[config.mk]
export PLATFORM = sky130hd
export DESIGN_NAME = rspc_top
export DESIGN_NICKNAME = d
export VERILOG_FILES = /design/src/rspc_pkg.sv /design/src/rspc_regbus_if.sv /design/src/rspc_i2c_slave.sv /design/src/rspc_timer.sv /design/src/rspc_top.sv
export VERILOG_INCLUDE_DIRS = /design/src
export SDC_FILE = /design/constraint.sdc
export NUM_CORES = 1
export LEC_CHECK = 0
export ABC_AREA = 1
export BUFFER_PORTS_ARGS = -buffer_cell sky130_fd_sc_hd__buf_2
export CAP_MARGIN = 20
export CORE_MARGIN = 4
export CORE_UTILIZATION = 57
export CTS_CLUSTER_DIAMETER = 60
export DETAILED_ROUTE_END_ITERATION = 12
export GPL_TIMING_DRIVEN = 0
export PLACE_DENSITY_LB_ADDON = 0.12
export SLEW_MARGIN = 20
export SYNTH_ARGS = -nofsm -noshare
export SYNTH_HDL_FRONTEND = slang
export SYNTH_SLANG_ARGS = --single-unit
[constraint.sdc]
create_clock -name i_clock -period 1.8 [get_ports i_clock]
set_clock_uncertainty 0.05 [all_clocks]
set_input_delay 0.27 -clock i_clock [delete_from_list [all_inputs] [get_ports i_clock]]
set_output_delay 0.27 -clock i_clock [all_outputs]
set_load 0.02 [all_outputs]
[src/rspc_defines.svh]
// offsets, field positions, reset values and timing counts of the reset and power control block
`ifndef RSPC_DEFINES_SVH
`define RSPC_DEFINES_SVH

`define RSPC_SLAVE_ADDR 7'h18

`define RSPC_PAGE0 8'h00
`define RSPC_PAGE1 8'h01

`define RSPC_REG_PAGE 8'h00
`define RSPC_REG_SOFT_RESET 8'h01
`define RSPC_REG_PLL_POWER 8'h05
`define RSPC_REG_DAC_POWER 8'h3f
`define RSPC_REG_HP_STAGE_RST 8'h1f
`define RSPC_REG_SPK_STAGE_RST 8'h20
`define RSPC_REG_STAGE_POWER 8'h21
`define RSPC_REG_STATUS 8'h22

`define RSPC_SOFT_RESET_BIT 0
`define RSPC_PLL_POWER_BIT 7
`define RSPC_LEFT_BIT 7
`define RSPC_RIGHT_BIT 6

`define RSPC_REG_RESET 8'h00

`define RSPC_CLOCK_MHZ 125
`define RSPC_INIT_TIME_US 1000
`define RSPC_PLL_TIME_US 10000
`define RSPC_INIT_CYCLES (`RSPC_INIT_TIME_US * `RSPC_CLOCK_MHZ)
`define RSPC_PLL_CYCLES (`RSPC_PLL_TIME_US * `RSPC_CLOCK_MHZ)

`endif

[src/rspc_pkg.sv]
// types shared by the reset and power control block
package rspc_pkg;
   typedef enum logic [2:0] {
      RSPC_IDLE = 3'h0,
      RSPC_ADDR = 3'h1,
      RSPC_AACK = 3'h3,
      RSPC_WDATA = 3'h2,
      RSPC_WACK = 3'h6,
      RSPC_RDATA = 3'h7,
      RSPC_RACK = 3'h5
   } rspc_state_e;
endpackage

[src/rspc_regbus_if.sv]
// register access carrier between the serial slave and the register file
`timescale 1ns/10ps
interface rspc_regbus_if;
   logic wr;
   logic [7:0] waddr;
   logic [7:0] wdata;
   logic [7:0] raddr;
   logic [7:0] rdata;
   modport initiator (output wr, output waddr, output wdata, output raddr, input rdata);
   modport target (input wr, input waddr, input wdata, input raddr, output rdata);
endinterface

[src/rspc_i2c_slave.sv]
// two-wire serial control slave with register pointer auto-increment
`timescale 1ns/10ps
`include "rspc_defines.svh"
module rspc_i2c_slave #(
   parameter logic [6:0] SLAVE_ADDR = `RSPC_SLAVE_ADDR
) (
   input wire logic i_clock,
   input wire logic i_arst_n,
   input wire logic i_scl,
   input wire logic i_sda,
   output logic o_sda_out,
   output logic o_sda_oe_n,
   rspc_regbus_if.initiator bus
);
   logic [2:0] scl_q;
   logic [2:0] sda_q;
   rspc_pkg::rspc_state_e state_q;
   logic [3:0] cnt_q;
   logic [7:0] shift_q;
   logic [7:0] ptr_q;
   logic rw_q;
   logic first_q;
   logic nack_q;
   logic wr_q;
   logic [7:0] waddr_q;
   logic [7:0] wdata_q;
   logic scl_rise;
   logic scl_fall;
   logic start_det;
   logic stop_det;

   // open drain: only ever pulls low; the clock line is never driven
   assign o_sda_out = 1'b0;
   assign bus.wr = wr_q;
   assign bus.waddr = waddr_q;
   assign bus.wdata = wdata_q;
   assign bus.raddr = ptr_q;

   always_ff @(posedge i_clock or negedge i_arst_n) begin
      if (!i_arst_n) begin
         scl_q <= 3'h7;
         sda_q <= 3'h7;
      end else begin
         scl_q <= {scl_q[1:0], i_scl};
         sda_q <= {sda_q[1:0], i_sda};
      end
   end

   assign scl_rise = scl_q[1] && !scl_q[2];
   assign scl_fall = !scl_q[1] && scl_q[2];
   assign start_det = scl_q[1] && scl_q[2] && sda_q[2] && !sda_q[1];
   assign stop_det = scl_q[1] && scl_q[2] && !sda_q[2] && sda_q[1];

   always_ff @(posedge i_clock or negedge i_arst_n) begin
      if (!i_arst_n) begin
         state_q <= rspc_pkg::RSPC_IDLE;
         cnt_q <= 4'h0;
         shift_q <= 8'h00;
         ptr_q <= 8'h00;
         rw_q <= 1'b0;
         first_q <= 1'b0;
         nack_q <= 1'b1;
         wr_q <= 1'b0;
         waddr_q <= 8'h00;
         wdata_q <= 8'h00;
         o_sda_oe_n <= 1'b1;
      end else begin
         wr_q <= 1'b0;
         if (start_det) begin
            state_q <= rspc_pkg::RSPC_ADDR;
            cnt_q <= 4'h0;
            o_sda_oe_n <= 1'b1;
         end else if (stop_det) begin
            state_q <= rspc_pkg::RSPC_IDLE;
            o_sda_oe_n <= 1'b1;
         end else if (scl_rise) begin
            case (state_q)
               rspc_pkg::RSPC_ADDR, rspc_pkg::RSPC_WDATA: begin
                  shift_q <= {shift_q[6:0], sda_q[1]};
                  cnt_q <= cnt_q + 4'h1;
               end
               rspc_pkg::RSPC_RDATA: cnt_q <= cnt_q + 4'h1;
               rspc_pkg::RSPC_RACK: nack_q <= sda_q[1];
               default: ;
            endcase
         end else if (scl_fall) begin
            case (state_q)
               rspc_pkg::RSPC_ADDR: begin
                  if (cnt_q == 4'h8) begin
                     cnt_q <= 4'h0;
                     if (shift_q[7:1] == SLAVE_ADDR) begin
                        rw_q <= shift_q[0];
                        state_q <= rspc_pkg::RSPC_AACK;
                        o_sda_oe_n <= 1'b0;
                     end else begin
                        state_q <= rspc_pkg::RSPC_IDLE;
                     end
                  end
               end
               rspc_pkg::RSPC_AACK: begin
                  if (rw_q) begin
                     shift_q <= bus.rdata;
                     o_sda_oe_n <= bus.rdata[7];
                     state_q <= rspc_pkg::RSPC_RDATA;
                  end else begin
                     o_sda_oe_n <= 1'b1;
                     first_q <= 1'b1;
                     state_q <= rspc_pkg::RSPC_WDATA;
                  end
               end
               rspc_pkg::RSPC_WDATA: begin
                  if (cnt_q == 4'h8) begin
                     cnt_q <= 4'h0;
                     o_sda_oe_n <= 1'b0;
                     state_q <= rspc_pkg::RSPC_WACK;
                     if (first_q) begin
                        ptr_q <= shift_q;
                        first_q <= 1'b0;
                     end else begin
                        wr_q <= 1'b1;
                        waddr_q <= ptr_q;
                        wdata_q <= shift_q;
                        ptr_q <= ptr_q + 8'h01;
                     end
                  end
               end
               rspc_pkg::RSPC_WACK: begin
                  o_sda_oe_n <= 1'b1;
                  state_q <= rspc_pkg::RSPC_WDATA;
               end
               rspc_pkg::RSPC_RDATA: begin
                  if (cnt_q == 4'h8) begin
                     cnt_q <= 4'h0;
                     o_sda_oe_n <= 1'b1;
                     ptr_q <= ptr_q + 8'h01;
                     state_q <= rspc_pkg::RSPC_RACK;
                  end else begin
                     o_sda_oe_n <= shift_q[3'h7 - cnt_q[2:0]];
                  end
               end
               rspc_pkg::RSPC_RACK: begin
                  if (!nack_q) begin
                     shift_q <= bus.rdata;
                     o_sda_oe_n <= bus.rdata[7];
                     state_q <= rspc_pkg::RSPC_RDATA;
                  end else begin
                     state_q <= rspc_pkg::RSPC_IDLE;
                  end
               end
               default: state_q <= rspc_pkg::RSPC_IDLE;
            endcase
         end
      end
   end

   AST_FOREIGN_ADDR_IGNORED: assert property (@(posedge i_clock) disable iff (!i_arst_n)
      state_q == rspc_pkg::RSPC_ADDR && scl_fall && cnt_q == 4'h8 && shift_q[7:1] != SLAVE_ADDR
      |=> state_q == rspc_pkg::RSPC_IDLE && o_sda_oe_n)
      else $error("foreign address was not ignored");
   AST_OWN_ADDR_ACKED: assert property (@(posedge i_clock) disable iff (!i_arst_n)
      state_q == rspc_pkg::RSPC_ADDR && scl_fall && cnt_q == 4'h8 && shift_q[7:1] == SLAVE_ADDR
      |=> state_q == rspc_pkg::RSPC_AACK && !o_sda_oe_n)
      else $error("own address not acknowledged");
   AST_DRIVES_ONLY_AS_SLAVE: assert property (@(posedge i_clock) disable iff (!i_arst_n)
      !o_sda_oe_n |-> state_q inside {rspc_pkg::RSPC_AACK, rspc_pkg::RSPC_WACK, rspc_pkg::RSPC_RDATA})
      else $error("data line driven outside a slave phase");
   AST_POINTER_STEPS: assert property (@(posedge i_clock) disable iff (!i_arst_n)
      wr_q |-> ptr_q == waddr_q + 8'h01 && wdata_q == $past(shift_q) ##1 !wr_q)
      else $error("pointer did not step after a data byte");
endmodule

[src/rspc_timer.sv]
// restartable delay counter, done after CYCLES clocks with clear low
`timescale 1ns/10ps
`include "rspc_defines.svh"
module rspc_timer #(
   parameter int unsigned CYCLES = 1
) (
   input wire logic i_clock,
   input wire logic i_arst_n,
   input wire logic i_clear,
   output logic o_done
);
   localparam int W = $clog2(CYCLES + 1);
   localparam logic [W-1:0] LAST = W'(CYCLES - 1);
   logic [W-1:0] cnt_q;

   generate
      if (CYCLES < 1) begin : g_bad
         $error("rspc_timer needs at least one cycle");
      end
   endgenerate

   always_ff @(posedge i_clock or negedge i_arst_n) begin
      if (!i_arst_n) begin
         cnt_q <= '0;
         o_done <= 1'b0;
      end else if (i_clear) begin
         cnt_q <= '0;
         o_done <= 1'b0;
      end else if (!o_done) begin
         if (cnt_q == LAST) begin
            o_done <= 1'b1;
         end else begin
            cnt_q <= cnt_q + W'(1);
         end
      end
   end
endmodule

[src/rspc_top.sv]
// reset, start-up lockout and power control with its serial register port
//
// Behaviour
// - answer only slave address 0011000
// - slave only, never drive the clock
// - eight-bit registers, written values read back
// - pointer steps per data byte, fast mode
// - soft reset bit equals hardware reset
// - memory initialisation done within 1 ms
// - clocks withheld 10 ms after PLL power-up
// - headphone stage reset bits, left and right
// - speaker stage reset bits, left and right
// - stage reset clears only its shutdown
// - all blocks powered down after reset
// - power-down keeps every register setting
`timescale 1ns/10ps
`include "rspc_defines.svh"
module rspc_top #(
   parameter int unsigned INIT_CYCLES = `RSPC_INIT_CYCLES,
   parameter int unsigned PLL_CYCLES = `RSPC_PLL_CYCLES
) (
   input wire logic i_clock,
   input wire logic i_arst_n,
   input wire logic i_reset_pin_n,
   input wire logic i_scl,
   input wire logic i_sda,
   output logic o_sda_out,
   output logic o_sda_oe_n,
   input wire logic [3:0] i_overcurrent,
   output logic o_pll_power,
   output logic o_clocks_enable,
   output logic o_dac_left_power,
   output logic o_dac_right_power,
   output logic [3:0] o_stage_enable,
   output logic [3:0] o_stage_shutdown,
   output logic o_init_busy
);
   localparam int STAGES = 4;

   rspc_regbus_if bus ();

   logic pin_seen_q;
   logic pin_s1_q;
   logic pin_s2_q;
   logic soft_rst_q;
   logic logic_rst;
   logic [7:0] page_q;
   logic pll_power_q;
   logic [1:0] dac_power_q;
   logic [3:0] stage_power_q;
   logic [5:0] hp_misc_q;
   logic [5:0] spk_misc_q;
   logic [3:0] stage_rst_q;
   logic init_done;
   logic pll_done;
   logic init_busy_q;
   logic clocks_en_q;
   logic [7:0] rdata;
   logic wr_p0;
   logic wr_p1;
   wire [3:0] stage_en_w;
   wire [3:0] shut_w;

   generate
      if (PLL_CYCLES < 2 || INIT_CYCLES < 2) begin : g_bad
         $error("rspc_top delay counts must be at least two cycles");
      end
   endgenerate

   rspc_i2c_slave #(
      .SLAVE_ADDR(`RSPC_SLAVE_ADDR)
   ) u_slave (
      .i_clock(i_clock),
      .i_arst_n(i_arst_n),
      .i_scl(i_scl),
      .i_sda(i_sda),
      .o_sda_out(o_sda_out),
      .o_sda_oe_n(o_sda_oe_n),
      .bus(bus.initiator)
   );

   // a 10 ns pulse is shorter than two clocks, so catch it asynchronously first
   always_ff @(posedge i_clock or negedge i_reset_pin_n) begin
      if (!i_reset_pin_n) begin
         pin_seen_q <= 1'b0;
      end else begin
         pin_seen_q <= 1'b1;
      end
   end

   always_ff @(posedge i_clock or negedge i_arst_n) begin
      if (!i_arst_n) begin
         pin_s1_q <= 1'b0;
         pin_s2_q <= 1'b0;
      end else begin
         pin_s1_q <= pin_seen_q;
         pin_s2_q <= pin_s1_q;
      end
   end

   // pin reset and software reset take the same path to defaults
   assign logic_rst = soft_rst_q || !pin_s2_q;
   assign wr_p0 = bus.wr && page_q == `RSPC_PAGE0;
   assign wr_p1 = bus.wr && page_q == `RSPC_PAGE1;

   // one-cycle pulse, so the bit reads back zero afterwards
   always_ff @(posedge i_clock or negedge i_arst_n) begin
      if (!i_arst_n) begin
         soft_rst_q <= 1'b0;
      end else begin
         soft_rst_q <= wr_p0 && bus.waddr == `RSPC_REG_SOFT_RESET
            && bus.wdata[`RSPC_SOFT_RESET_BIT];
      end
   end

   always_ff @(posedge i_clock or negedge i_arst_n) begin
      if (!i_arst_n) begin
         page_q <= `RSPC_REG_RESET;
      end else if (logic_rst) begin
         page_q <= `RSPC_REG_RESET;
      end else if (bus.wr && bus.waddr == `RSPC_REG_PAGE) begin
         page_q <= bus.wdata;
      end
   end

   // power bits default to off and change only on their own register
   always_ff @(posedge i_clock or negedge i_arst_n) begin
      if (!i_arst_n) begin
         pll_power_q <= 1'b0;
         dac_power_q <= 2'h0;
         stage_power_q <= 4'h0;
      end else if (logic_rst) begin
         pll_power_q <= 1'b0;
         dac_power_q <= 2'h0;
         stage_power_q <= 4'h0;
      end else if (wr_p0 && bus.waddr == `RSPC_REG_PLL_POWER) begin
         pll_power_q <= bus.wdata[`RSPC_PLL_POWER_BIT];
      end else if (wr_p0 && bus.waddr == `RSPC_REG_DAC_POWER) begin
         dac_power_q <= {bus.wdata[`RSPC_LEFT_BIT], bus.wdata[`RSPC_RIGHT_BIT]};
      end else if (wr_p1 && bus.waddr == `RSPC_REG_STAGE_POWER) begin
         stage_power_q <= bus.wdata[7:4];
      end
   end

   always_ff @(posedge i_clock or negedge i_arst_n) begin
      if (!i_arst_n) begin
         hp_misc_q <= 6'h00;
         spk_misc_q <= 6'h00;
      end else if (logic_rst) begin
         hp_misc_q <= 6'h00;
         spk_misc_q <= 6'h00;
      end else if (wr_p1 && bus.waddr == `RSPC_REG_HP_STAGE_RST) begin
         hp_misc_q <= bus.wdata[5:0];
      end else if (wr_p1 && bus.waddr == `RSPC_REG_SPK_STAGE_RST) begin
         spk_misc_q <= bus.wdata[5:0];
      end
   end

   // stage order: left headphone, right headphone, left speaker pair, right speaker pair
   always_ff @(posedge i_clock or negedge i_arst_n) begin
      if (!i_arst_n) begin
         stage_rst_q <= 4'h0;
      end else begin
         stage_rst_q <= 4'h0;
         if (wr_p1 && bus.waddr == `RSPC_REG_HP_STAGE_RST) begin
            stage_rst_q[1:0] <= {bus.wdata[`RSPC_RIGHT_BIT], bus.wdata[`RSPC_LEFT_BIT]};
         end
         if (wr_p1 && bus.waddr == `RSPC_REG_SPK_STAGE_RST) begin
            stage_rst_q[3:2] <= {bus.wdata[`RSPC_RIGHT_BIT], bus.wdata[`RSPC_LEFT_BIT]};
         end
      end
   end

   rspc_timer #(
      .CYCLES(INIT_CYCLES)
   ) u_init_timer (
      .i_clock(i_clock),
      .i_arst_n(i_arst_n),
      .i_clear(logic_rst),
      .o_done(init_done)
   );

   // the host is trusted to keep blocks off while this reads busy
   always_ff @(posedge i_clock or negedge i_arst_n) begin
      if (!i_arst_n) begin
         init_busy_q <= 1'b1;
      end else begin
         init_busy_q <= !init_done;
      end
   end

   rspc_timer #(
      .CYCLES(PLL_CYCLES)
   ) u_pll_timer (
      .i_clock(i_clock),
      .i_arst_n(i_arst_n),
      .i_clear(!pll_power_q),
      .o_done(pll_done)
   );

   always_ff @(posedge i_clock or negedge i_arst_n) begin
      if (!i_arst_n) begin
         clocks_en_q <= 1'b0;
      end else begin
         clocks_en_q <= pll_done && pll_power_q;
      end
   end

   generate
      for (genvar g = 0; g < STAGES; g++) begin : g_stage
         logic oc_s1_q;
         logic oc_s2_q;
         logic shut_q;
         logic en_q;

         always_ff @(posedge i_clock or negedge i_arst_n) begin
            if (!i_arst_n) begin
               oc_s1_q <= 1'b0;
               oc_s2_q <= 1'b0;
            end else begin
               oc_s1_q <= i_overcurrent[g];
               oc_s2_q <= oc_s1_q;
            end
         end

         // a new overcurrent outranks a reset request in the same cycle
         always_ff @(posedge i_clock or negedge i_arst_n) begin
            if (!i_arst_n) begin
               shut_q <= 1'b0;
            end else if (oc_s2_q && en_q) begin
               shut_q <= 1'b1;
            end else if (stage_rst_q[g] || logic_rst) begin
               shut_q <= 1'b0;
            end
         end

         always_ff @(posedge i_clock or negedge i_arst_n) begin
            if (!i_arst_n) begin
               en_q <= 1'b0;
            end else begin
               en_q <= stage_power_q[STAGES-1-g] && !shut_q && !(oc_s2_q && en_q);
            end
         end

         assign stage_en_w[g] = en_q;
         assign shut_w[g] = shut_q;

         AST_STAGE_RESET_CLEARS: assert property (@(posedge i_clock) disable iff (!i_arst_n)
            stage_rst_q[g] && !(oc_s2_q && en_q) |=> !shut_q)
            else $error("stage reset left shutdown latched");
      end
   endgenerate

   always_comb begin
      rdata = 8'h00;
      if (bus.raddr == `RSPC_REG_PAGE) begin
         rdata = page_q;
      end else if (page_q == `RSPC_PAGE0) begin
         case (bus.raddr)
            `RSPC_REG_PLL_POWER: rdata = {pll_power_q, 7'h00};
            `RSPC_REG_DAC_POWER: rdata = {dac_power_q, 6'h00};
            default: rdata = 8'h00;
         endcase
      end else if (page_q == `RSPC_PAGE1) begin
         case (bus.raddr)
            `RSPC_REG_HP_STAGE_RST: rdata = {2'h0, hp_misc_q};
            `RSPC_REG_SPK_STAGE_RST: rdata = {2'h0, spk_misc_q};
            `RSPC_REG_STAGE_POWER: rdata = {stage_power_q, 4'h0};
            `RSPC_REG_STATUS: rdata = {shut_w, 2'h0, clocks_en_q, init_busy_q};
            default: rdata = 8'h00;
         endcase
      end
   end

   assign bus.rdata = rdata;
   assign o_pll_power = pll_power_q;
   assign o_clocks_enable = clocks_en_q;
   assign o_dac_left_power = dac_power_q[1];
   assign o_dac_right_power = dac_power_q[0];
   assign o_stage_enable = stage_en_w;
   assign o_stage_shutdown = shut_w;
   assign o_init_busy = init_busy_q;

   // cycles the PLL has been powered with clocks still held back
   int unsigned pll_wait_q;
   always_ff @(posedge i_clock or negedge i_arst_n) begin
      if (!i_arst_n) begin
         pll_wait_q <= 0;
      end else if (!pll_power_q) begin
         pll_wait_q <= 0;
      end else if (!clocks_en_q) begin
         pll_wait_q <= pll_wait_q + 1;
      end
   end

   AST_SOFT_RESET_PULSE: assert property (@(posedge i_clock) disable iff (!i_arst_n)
      wr_p0 && bus.waddr == `RSPC_REG_SOFT_RESET && bus.wdata[`RSPC_SOFT_RESET_BIT]
      |=> soft_rst_q ##1 !soft_rst_q && page_q == 8'h00 && hp_misc_q == 6'h00)
      else $error("soft reset did not act once and restore defaults");
   AST_POWERED_DOWN_AFTER_RESET: assert property (@(posedge i_clock) disable iff (!i_arst_n)
      logic_rst |=> !pll_power_q && dac_power_q == 2'h0 && stage_power_q == 4'h0 ##1 o_stage_enable == 4'h0)
      else $error("a block stayed powered after reset");
   AST_INIT_LOCKOUT: assert property (@(posedge i_clock) disable iff (!i_arst_n)
      logic_rst |-> ##2 o_init_busy)
      else $error("initialisation busy not raised after reset");
   AST_PLL_SETTLE: assert property (@(posedge i_clock) disable iff (!i_arst_n)
      $rose(clocks_en_q) |-> pll_wait_q >= PLL_CYCLES && pll_wait_q <= PLL_CYCLES + 2)
      else $error("clocks released off the settling delay");
   AST_STAGE_RESET_LOCAL: assert property (@(posedge i_clock) disable iff (!i_arst_n)
      stage_rst_q != 4'h0 && !logic_rst |-> $stable(stage_power_q) && $stable(pll_power_q) && $stable(page_q))
      else $error("stage reset disturbed other registers");
   AST_READ_BACK: assert property (@(posedge i_clock) disable iff (!i_arst_n)
      wr_p1 && bus.waddr == `RSPC_REG_STAGE_POWER && !logic_rst |=> stage_power_q == $past(bus.wdata[7:4]))
      else $error("written power value not held for read back");
   AST_POWER_DOWN_RETAINS: assert property (@(posedge i_clock) disable iff (!i_arst_n)
      $fell(pll_power_q) && !$past(logic_rst) |-> $stable(dac_power_q) && $stable(hp_misc_q) && $stable(spk_misc_q))
      else $error("powering down changed a setting");
endmodule

==> flow_metrics.py, run 1 <==
metrics = {
    "run_status": {
        "status": "finished with violations",
        "violations": "setup timing",
    },
    "worst_setup_path": {
        "cp_max_fo": 7,
        "worst-endpoint-arrival_ns": 2.10,
        "startpoint_type": "flip-flop",
        "end_kind": "flip-flop",
        "cp.required_ns": 2.06,
        "crit_type": "flip-flop to flip-flop",
    },
    "die": {
        "core_um2": 13300,
        "fp-row-count": 42,
        "die_x_um": 125,
        "die_area_um2": 15600,
        "die_height_um": 125,
        "initial_core_util": 0.585,
        "io_pins": 24,
    },
    "synth": {
        "async_flop_share": 1.00,
        "synth_nets": 1030,
        "yosys_warnings": 0,
        "synth_top_family_by_area": "simple AND/OR/NAND/NOR gates",
        "synth_xor_area_frac": 0.0124,
        "syn_avg_cell_area_um2": 7.70,
        "synth_compound_area_frac": 0.111,
        "synth_edf_count": 0,
        "synth-simple-area-share": 0.316,
        "netlist_area_um2": 7780,
        "ys_seq_elements": 143,
        "synthMuxAreaShare": 0.00129,
        "ys_types": 46,
        "syn_inst": 1010,
        "synth.yosys.seq_area_share": 0.461,
        "yosys.area_share.adder": 0.0177,
        "synthFlopType": "dfrtp_1",
    },
    "place": {
        "gp_congestion": 0.941,
        "portBuffers": 22,
        "hpwl_mm": 13.7,
        "pre_cts_ws_ns": -0.281,
    },
    "routing": {
        "dr_wl_met3_mm": 1.03,
        "via_count": 7042,
        "top_layer_used": "met4",
        "final_antenna_net_count": 0,
        "wirelength_mm": 20.4,
        "wl_per_cell_um": 16.0,
        "wl_met1_mm": 9.18,
        "drtIter0Drc": 538,
        "route.detailed.drc": 0,
        "route.met2.wl_mm": 9.80,
        "avgViaCountPerCell": 5.51,
        "drtPass1Iterations": 5,
    },
    "sta": {
        "worstMarginPinSlew_ns": 0.529,
        "drv_slew": 0,
        "post-route-period-util": 1.02,
        "period_minus_slack_ns": 1.84,
        "hold_violations": 0,
        "maxSlewHeadroom": 0.647,
        "tns_ns": -0.230,
        "setup_viol_count_final": 13,
        "fin_ws_ns": -0.0380,
        "rsz0062_at_grt": "yes",
        "max_freq_mhz": 544,
    },
    "power": {
        "sw_frac_of_total": 0.233,
        "power_switching_w": 0.00172,
        "power_frac_clock": 0.487,
        "pwr-share-seq": 0.453,
        "comb_power_share": 0.060,
        "p_leak_nw": 4.25,
        "powerDensity_nw_per_um2": 776,
        "vdd_drop_max_mv": 0.733,
        "internal-power_w": 0.00567,
    },
    "clock_network": {
        "clock_latency_ns": 0.43,
        "clk_root_buffer_cell": "clkbuf_16",
        "clockBufferDepth": 2,
        "cts.sinks": 143,
        "clkTransAtPathRegs_ns": 0.06,
        "h-tree-depth": 4,
        "cts_buffers": 17,
        "cts_tree": "yes",
    },
    "global_route": {
        "grt_max_degree": 86,
        "grt_pass1_vias": 6529,
        "grt_pass1_wl_mm": 33.0,
        "globalRouteOverflowTotal": 0,
        "antenna_found_initial": 0,
        "grt_use_total": 0.261,
    },
    "cells_and_area": {
        "layout_common_cells": "261 x nand2_1, 128 x dfrtp_1, 91 x inv_1",
        "multi_input_area_um2": 3950,
        "n_fill_cell": 996,
        "final_util": 0.717,
        "drive_above_1_share": 0.238,
        "final_common_cell": "nand2_1",
        "regArea_um2": 3600,
        "insertedDiodeCount": 0,
        "nets": 1110,
        "syn_to_final_growth_pct": 22.6,
    },
    "hold_path": {
        "hold_path_class": "primary input to async pin",
    },
    "flow_run": {
        "drv_cap": 0,
    },
}
## layer usage
| layer | vias up | track usage |
|---|---|---|
| li1 | 3464 | - |
| met1 | 3350 | 0.357 |
| met2 | 197 | 0.418 |
| met3 | 31 | 0.0592 |
| met4 | 0 | 0.0804 |
| met5 | - | 0 |
## power by group through the flow
stage,combinational [W],sequential [W],clock [W]
3_5_place_dp,0.000362,0.00340,0
3_3_place_gp,0.000350,0.00340,0
4_1_cts,0.000398,0.00334,0.00364
5_1_grt,0.000488,0.00336,0.00381
6_report,0.000440,0.00335,0.00361
2_1_floorplan,0.000204,0.00339,0
## cell type report
cell class	count	area share
Multi-Input combinational cell	724	0.414
Sequential cell	143	0.377
Timing Repair Buffer	62	0.0516
Clock buffer	21	0.0483
Inverter	110	0.0449
Buffer	32	0.0259
Tap cell	176	0.0231
Clock inverter	11	0.0147
## metrics by stage
| stage | hold slack (ns) | total power [W] | instances | area [µm²] |
|---|---|---|---|---|
| 6_report | 0.0924 | 0.00740 | 1279 | 9530 |
| 3_3_place_gp | -0.00579 | 0.00375 | 1208 | 8110 |
| 4_1_cts | 0.0816 | 0.00738 | 1264 | 9100 |
| 5_1_grt | 0.0998 | 0.00765 | 1279 | 9530 |
| 3_5_place_dp | 0.000332 | 0.00376 | 1209 | 8150 |
| 2_1_floorplan | -0.0756 | 0.00359 | 1010 | 7780 |
## flip-flops by register name (all words and copies together) (netlist names), 6 cells and up
signal / cells
u_slave.bus.raddr: 8
u_pll_timer.cnt_q: 21
u_slave.bus.waddr: 8
page_q: 8
u_slave.bus.wdata: 8
u_init_timer.cnt_q: 17
u_slave.shift_q: 8
hp_misc_q: 6
spk_misc_q: 6
## critical path, cell delays in order (launching register included)
cell	delay, ns
dfstp_2	0.58
inv_2	0.06
ha_4	0.15
buf_6	0.13
nor2_4	0.14
nand2_2	0.09
inv_2	0.07
nand3_4	0.14
buf_6	0.19
nand2_2	0.07
o21ai_2	0.06
## synth_stat cells (9+ instances only)
library cell / instances / area [µm²]
nand2_1: 280 / 1050
dfrtp_1: 134 / 3350
inv_1: 104 / 390
nand3_1: 94 / 470
nor2_1: 89 / 334
o21ai_0: 82 / 410
nand4_1: 30 / 188
a21oi_1: 25 / 125
nor3_1: 14 / 70.1
o21ai_2: 14 / 123
buf_2: 12 / 60.1
buf_4: 12 / 90.1
ha_1: 11 / 138
xor2_1: 11 / 96.3
nor2_2: 10 / 62.6
o21ai_1: 10 / 50.1
dfstp_2: 9 / 236
## what timing repair did
item,in CTS,in global routing
pin swaps,4,24
hold endpoints to repair,56,0
setup buffers,12,14
cloned,4,1
endpoints found under the setup margin,80,98
gates resized for setup,51,118
hold buffers,8,0
## final timing paths
path | endpoint | startpoint | cells after the start | slack [ns]
worst min-delay path | pin_seen_q | i_reset_pin_n | 2 | 0.09
worst min register to register | pin_s2_q | pin_s1_q | 0 | 0.30
min in group i_clock | pin_s2_q | pin_s1_q | 0 | 0.30
worst max-delay path | u_slave.bus.waddr[5] | u_slave.scl_q[2] | 10 | -0.04
worst max register to register | u_slave.bus.waddr[5] | u_slave.scl_q[2] | 10 | -0.04
max in group asynchronous | u_slave.bus.raddr[1] | i_arst_n | 3 | 0.62
## logic make-up (layout without fill, tap and decap cells)
family | count (synthesis) | count (layout)
compound gates | 150 | 150
xor+xnor | 11 | 11
fa+ha+maj | 11 | 11
buf+inv | 143 | 236
flops | 143 | 143
mux | 1 | 1
other cells | 2 | 2
simple gates | 549 | 549
Note: power is estimated with default switching activity, not from simulation.
==> run 2: changes to the inputs <==
- REMOVE_ABC_BUFFERS: not set -> 1
==> flow_metrics.py, run 2 (synthesized netlist as in run 1, its figures left out) <==
metrics = {
    "sta": {
        "worstMarginPinSlew_ns": 0.501,
        "max_freq_mhz": 530,
        "post-route-period-util": 1.05,
        "setup_viol_count_final": 11,
        "drv_slew": 0,
        "period_minus_slack_ns": 1.89,
        "fin_ws_ns": -0.0863,
        "hold_violations": 0,
        "maxSlewHeadroom": 0.666,
        "rsz0062_at_grt": "yes",
    },
    "clock_network": {
        "cts_buffers": 17,
        "h-tree-depth": 4,
        "clkTransAtPathRegs_ns": 0.06,
        "cts.sinks": 143,
        "clockBufferDepth": 2,
        "cts_tree": "yes",
        "clk_root_buffer_cell": "clkbuf_16",
        "clock_latency_ns": 0.43,
    },
    "worst_setup_path": {
        "startpoint_type": "flip-flop",
        "cp_max_fo": 9,
        "crit_type": "flip-flop to flip-flop",
        "cp.required_ns": 2.10,
        "worst-endpoint-arrival_ns": 2.18,
        "crit_chain": "buf_12 > ha_4 > inv_2 > o21ai_0 > o21ai_1 > a21oi_2 > nand3_1 > o21ai_0",
        "cp_slowest_cell": "dfstp_2",
        "critPathMaxStageDelay_ns": 0.59,
        "path_common_cell": "o21ai_0",
        "end_kind": "flip-flop",
    },
    "cells_and_area": {
        "fin_area_um2": 9550,
        "syn_to_final_growth_pct": 22.8,
        "final_common_cell": "nand2_1",
        "insertedDiodeCount": 0,
        "regMostFlops": "u_pll_timer.cnt_q",
        "nets": 1100,
        "largest_reg_flops": 21,
        "reg_top3": "u_pll_timer.cnt_q (21), u_init_timer.cnt_q (17)",
        "layout_common_cells": "266 x nand2_1, 127 x dfrtp_1, 90 x inv_1",
        "drive_above_1_share": 0.220,
    },
    "routing": {
        "via_count": 7187,
        "drtIter0Drc": 719,
        "wirelength_mm": 20.9,
        "route.detailed.drc": 0,
        "wl_per_cell_um": 16.5,
        "drtPass1Iterations": 5,
        "avgViaCountPerCell": 5.66,
        "final_antenna_net_count": 0,
    },
    "run_status": {
        "status": "finished with violations",
        "violations": "setup timing",
    },
    "die": {
        "core_um2": 13300,
        "die_x_um": 125,
        "die_area_um2": 15600,
        "fp-row-count": 42,
        "initial_core_util": 0.585,
        "io_pins": 24,
        "die_height_um": 125,
    },
    "place": {
        "hpwl_mm": 12.6,
        "portBuffers": 22,
        "dpl_cell_area_um2": 7950,
        "gp_congestion": 0.874,
    },
    "global_route": {
        "grt_pass1_vias": 6554,
        "antenna_found_initial": 0,
        "grt_max_degree": 92,
        "grt_pass1_wl_mm": 32.8,
        "grt_use_total": 0.258,
        "globalRouteOverflowTotal": 0,
    },
    "power": {
        "p_leak_nw": 4.18,
        "powerDensity_nw_per_um2": 756,
        "vdd_drop_max_mv": 0.788,
        "power_w": 0.00722,
    },
    "hold_path": {
        "hold_path_class": "primary input to async pin",
    },
    "flow_run": {
        "drv_cap": 0,
    },
}
## run 2: cell count changes in the layout (fill, tap and decap cells not counted), moves of 6 or more
cell | before | now
nand2_2 | 21 | 11
nor2_2 | 15 | 9
o21ai_0 | 57 | 75
buf_6 | 12 | 2
nand3_4 | 4 | 10
o21ai_1 | 29 | 16
## run 2: path summary, 6_finish.rpt
path	endpoint	cells after the start	slack [ns]	from
worst max-delay path	u_slave.cnt_q[2]	8	-0.09	u_slave.scl_q[1]
worst min-delay path	pin_seen_q	2	0.12	i_reset_pin_n
worst max register to register	u_slave.cnt_q[2]	8	-0.09	u_slave.scl_q[1]
worst min register to register	g_stage[1].oc_s2_q	0	0.30	g_stage[1].oc_s1_q
max in group asynchronous	u_slave.sda_q[2]	3	0.60	i_arst_n
min in group i_clock	g_stage[1].oc_s2_q	0	0.30	g_stage[1].oc_s1_q
## run 2: what timing repair did
action                     CTS  global route
gates resized for setup     46            81
hold endpoints to repair    58             0
buffers inserted            20            23
hold buffers                 8             0
gates cloned                 5             5
setup endpoints to repair  110            93
pin swaps                   13            16
## run 2: layout make-up
type / instances / area (µm²)
Timing Repair Buffer: 76 / 638
Clock buffer: 21 / 460
Sequential cell: 143 / 3600
Inverter: 110 / 438
Clock inverter: 11 / 109
Multi-Input combinational cell: 730 / 4070
Timing Repair inverter: 2 / 15.0
Fill cell: 1027 / 3740
Tap cell: 176 / 220
## run 2: through the flow
stage / cells / util / TNS (ns) / hold WS, ns / setup WS [ns]
final: 1269 / 0.719 / -0.446 / 0.118 / -0.0863
after global routing: 1269 / 0.719 / -1.99 / 0.107 / -0.175
after CTS: 1241 / 0.679 / -0.0208 / 0.0861 / -0.00919
after detailed placement: 1176 / 0.598 / -71.04 / -0.00344 / -1.02
after global placement: 1175 / 0.595 / -285.77 / -0.00199 / -1.61
after floorplan: 977 / - / -8.66 / -0.0756 / -0.302
## run 2: power breakdown
part	internal [W]	switching (W)
combinational	0.000157	0.000308
sequential	0.00329	0.0000624
clock	0.00199	0.00141
total	0.00543	0.00178
## run 2: per-layer routing
layer	wire, µm	part of all wire	vias up	GRT usage
met4	465	0.022	0	0.0765
li1	-	-	3455	-
met1	9090	0.44	3410	0.362
met3	1520	0.073	45	0.0575
met2	9820	0.47	277	0.403
met5	0	0	-	0
## run 2: critical path: cells and delay by family, from the launching register on
family	cells	cell delay [ns]
AND/OR/NAND/NOR	1	0.10
adder cells (fa/ha/maj)	1	0.17
flip-flops	1	0.59
AO/OA/AOI/OAI	4	0.67
buffers and inverters	2	0.24
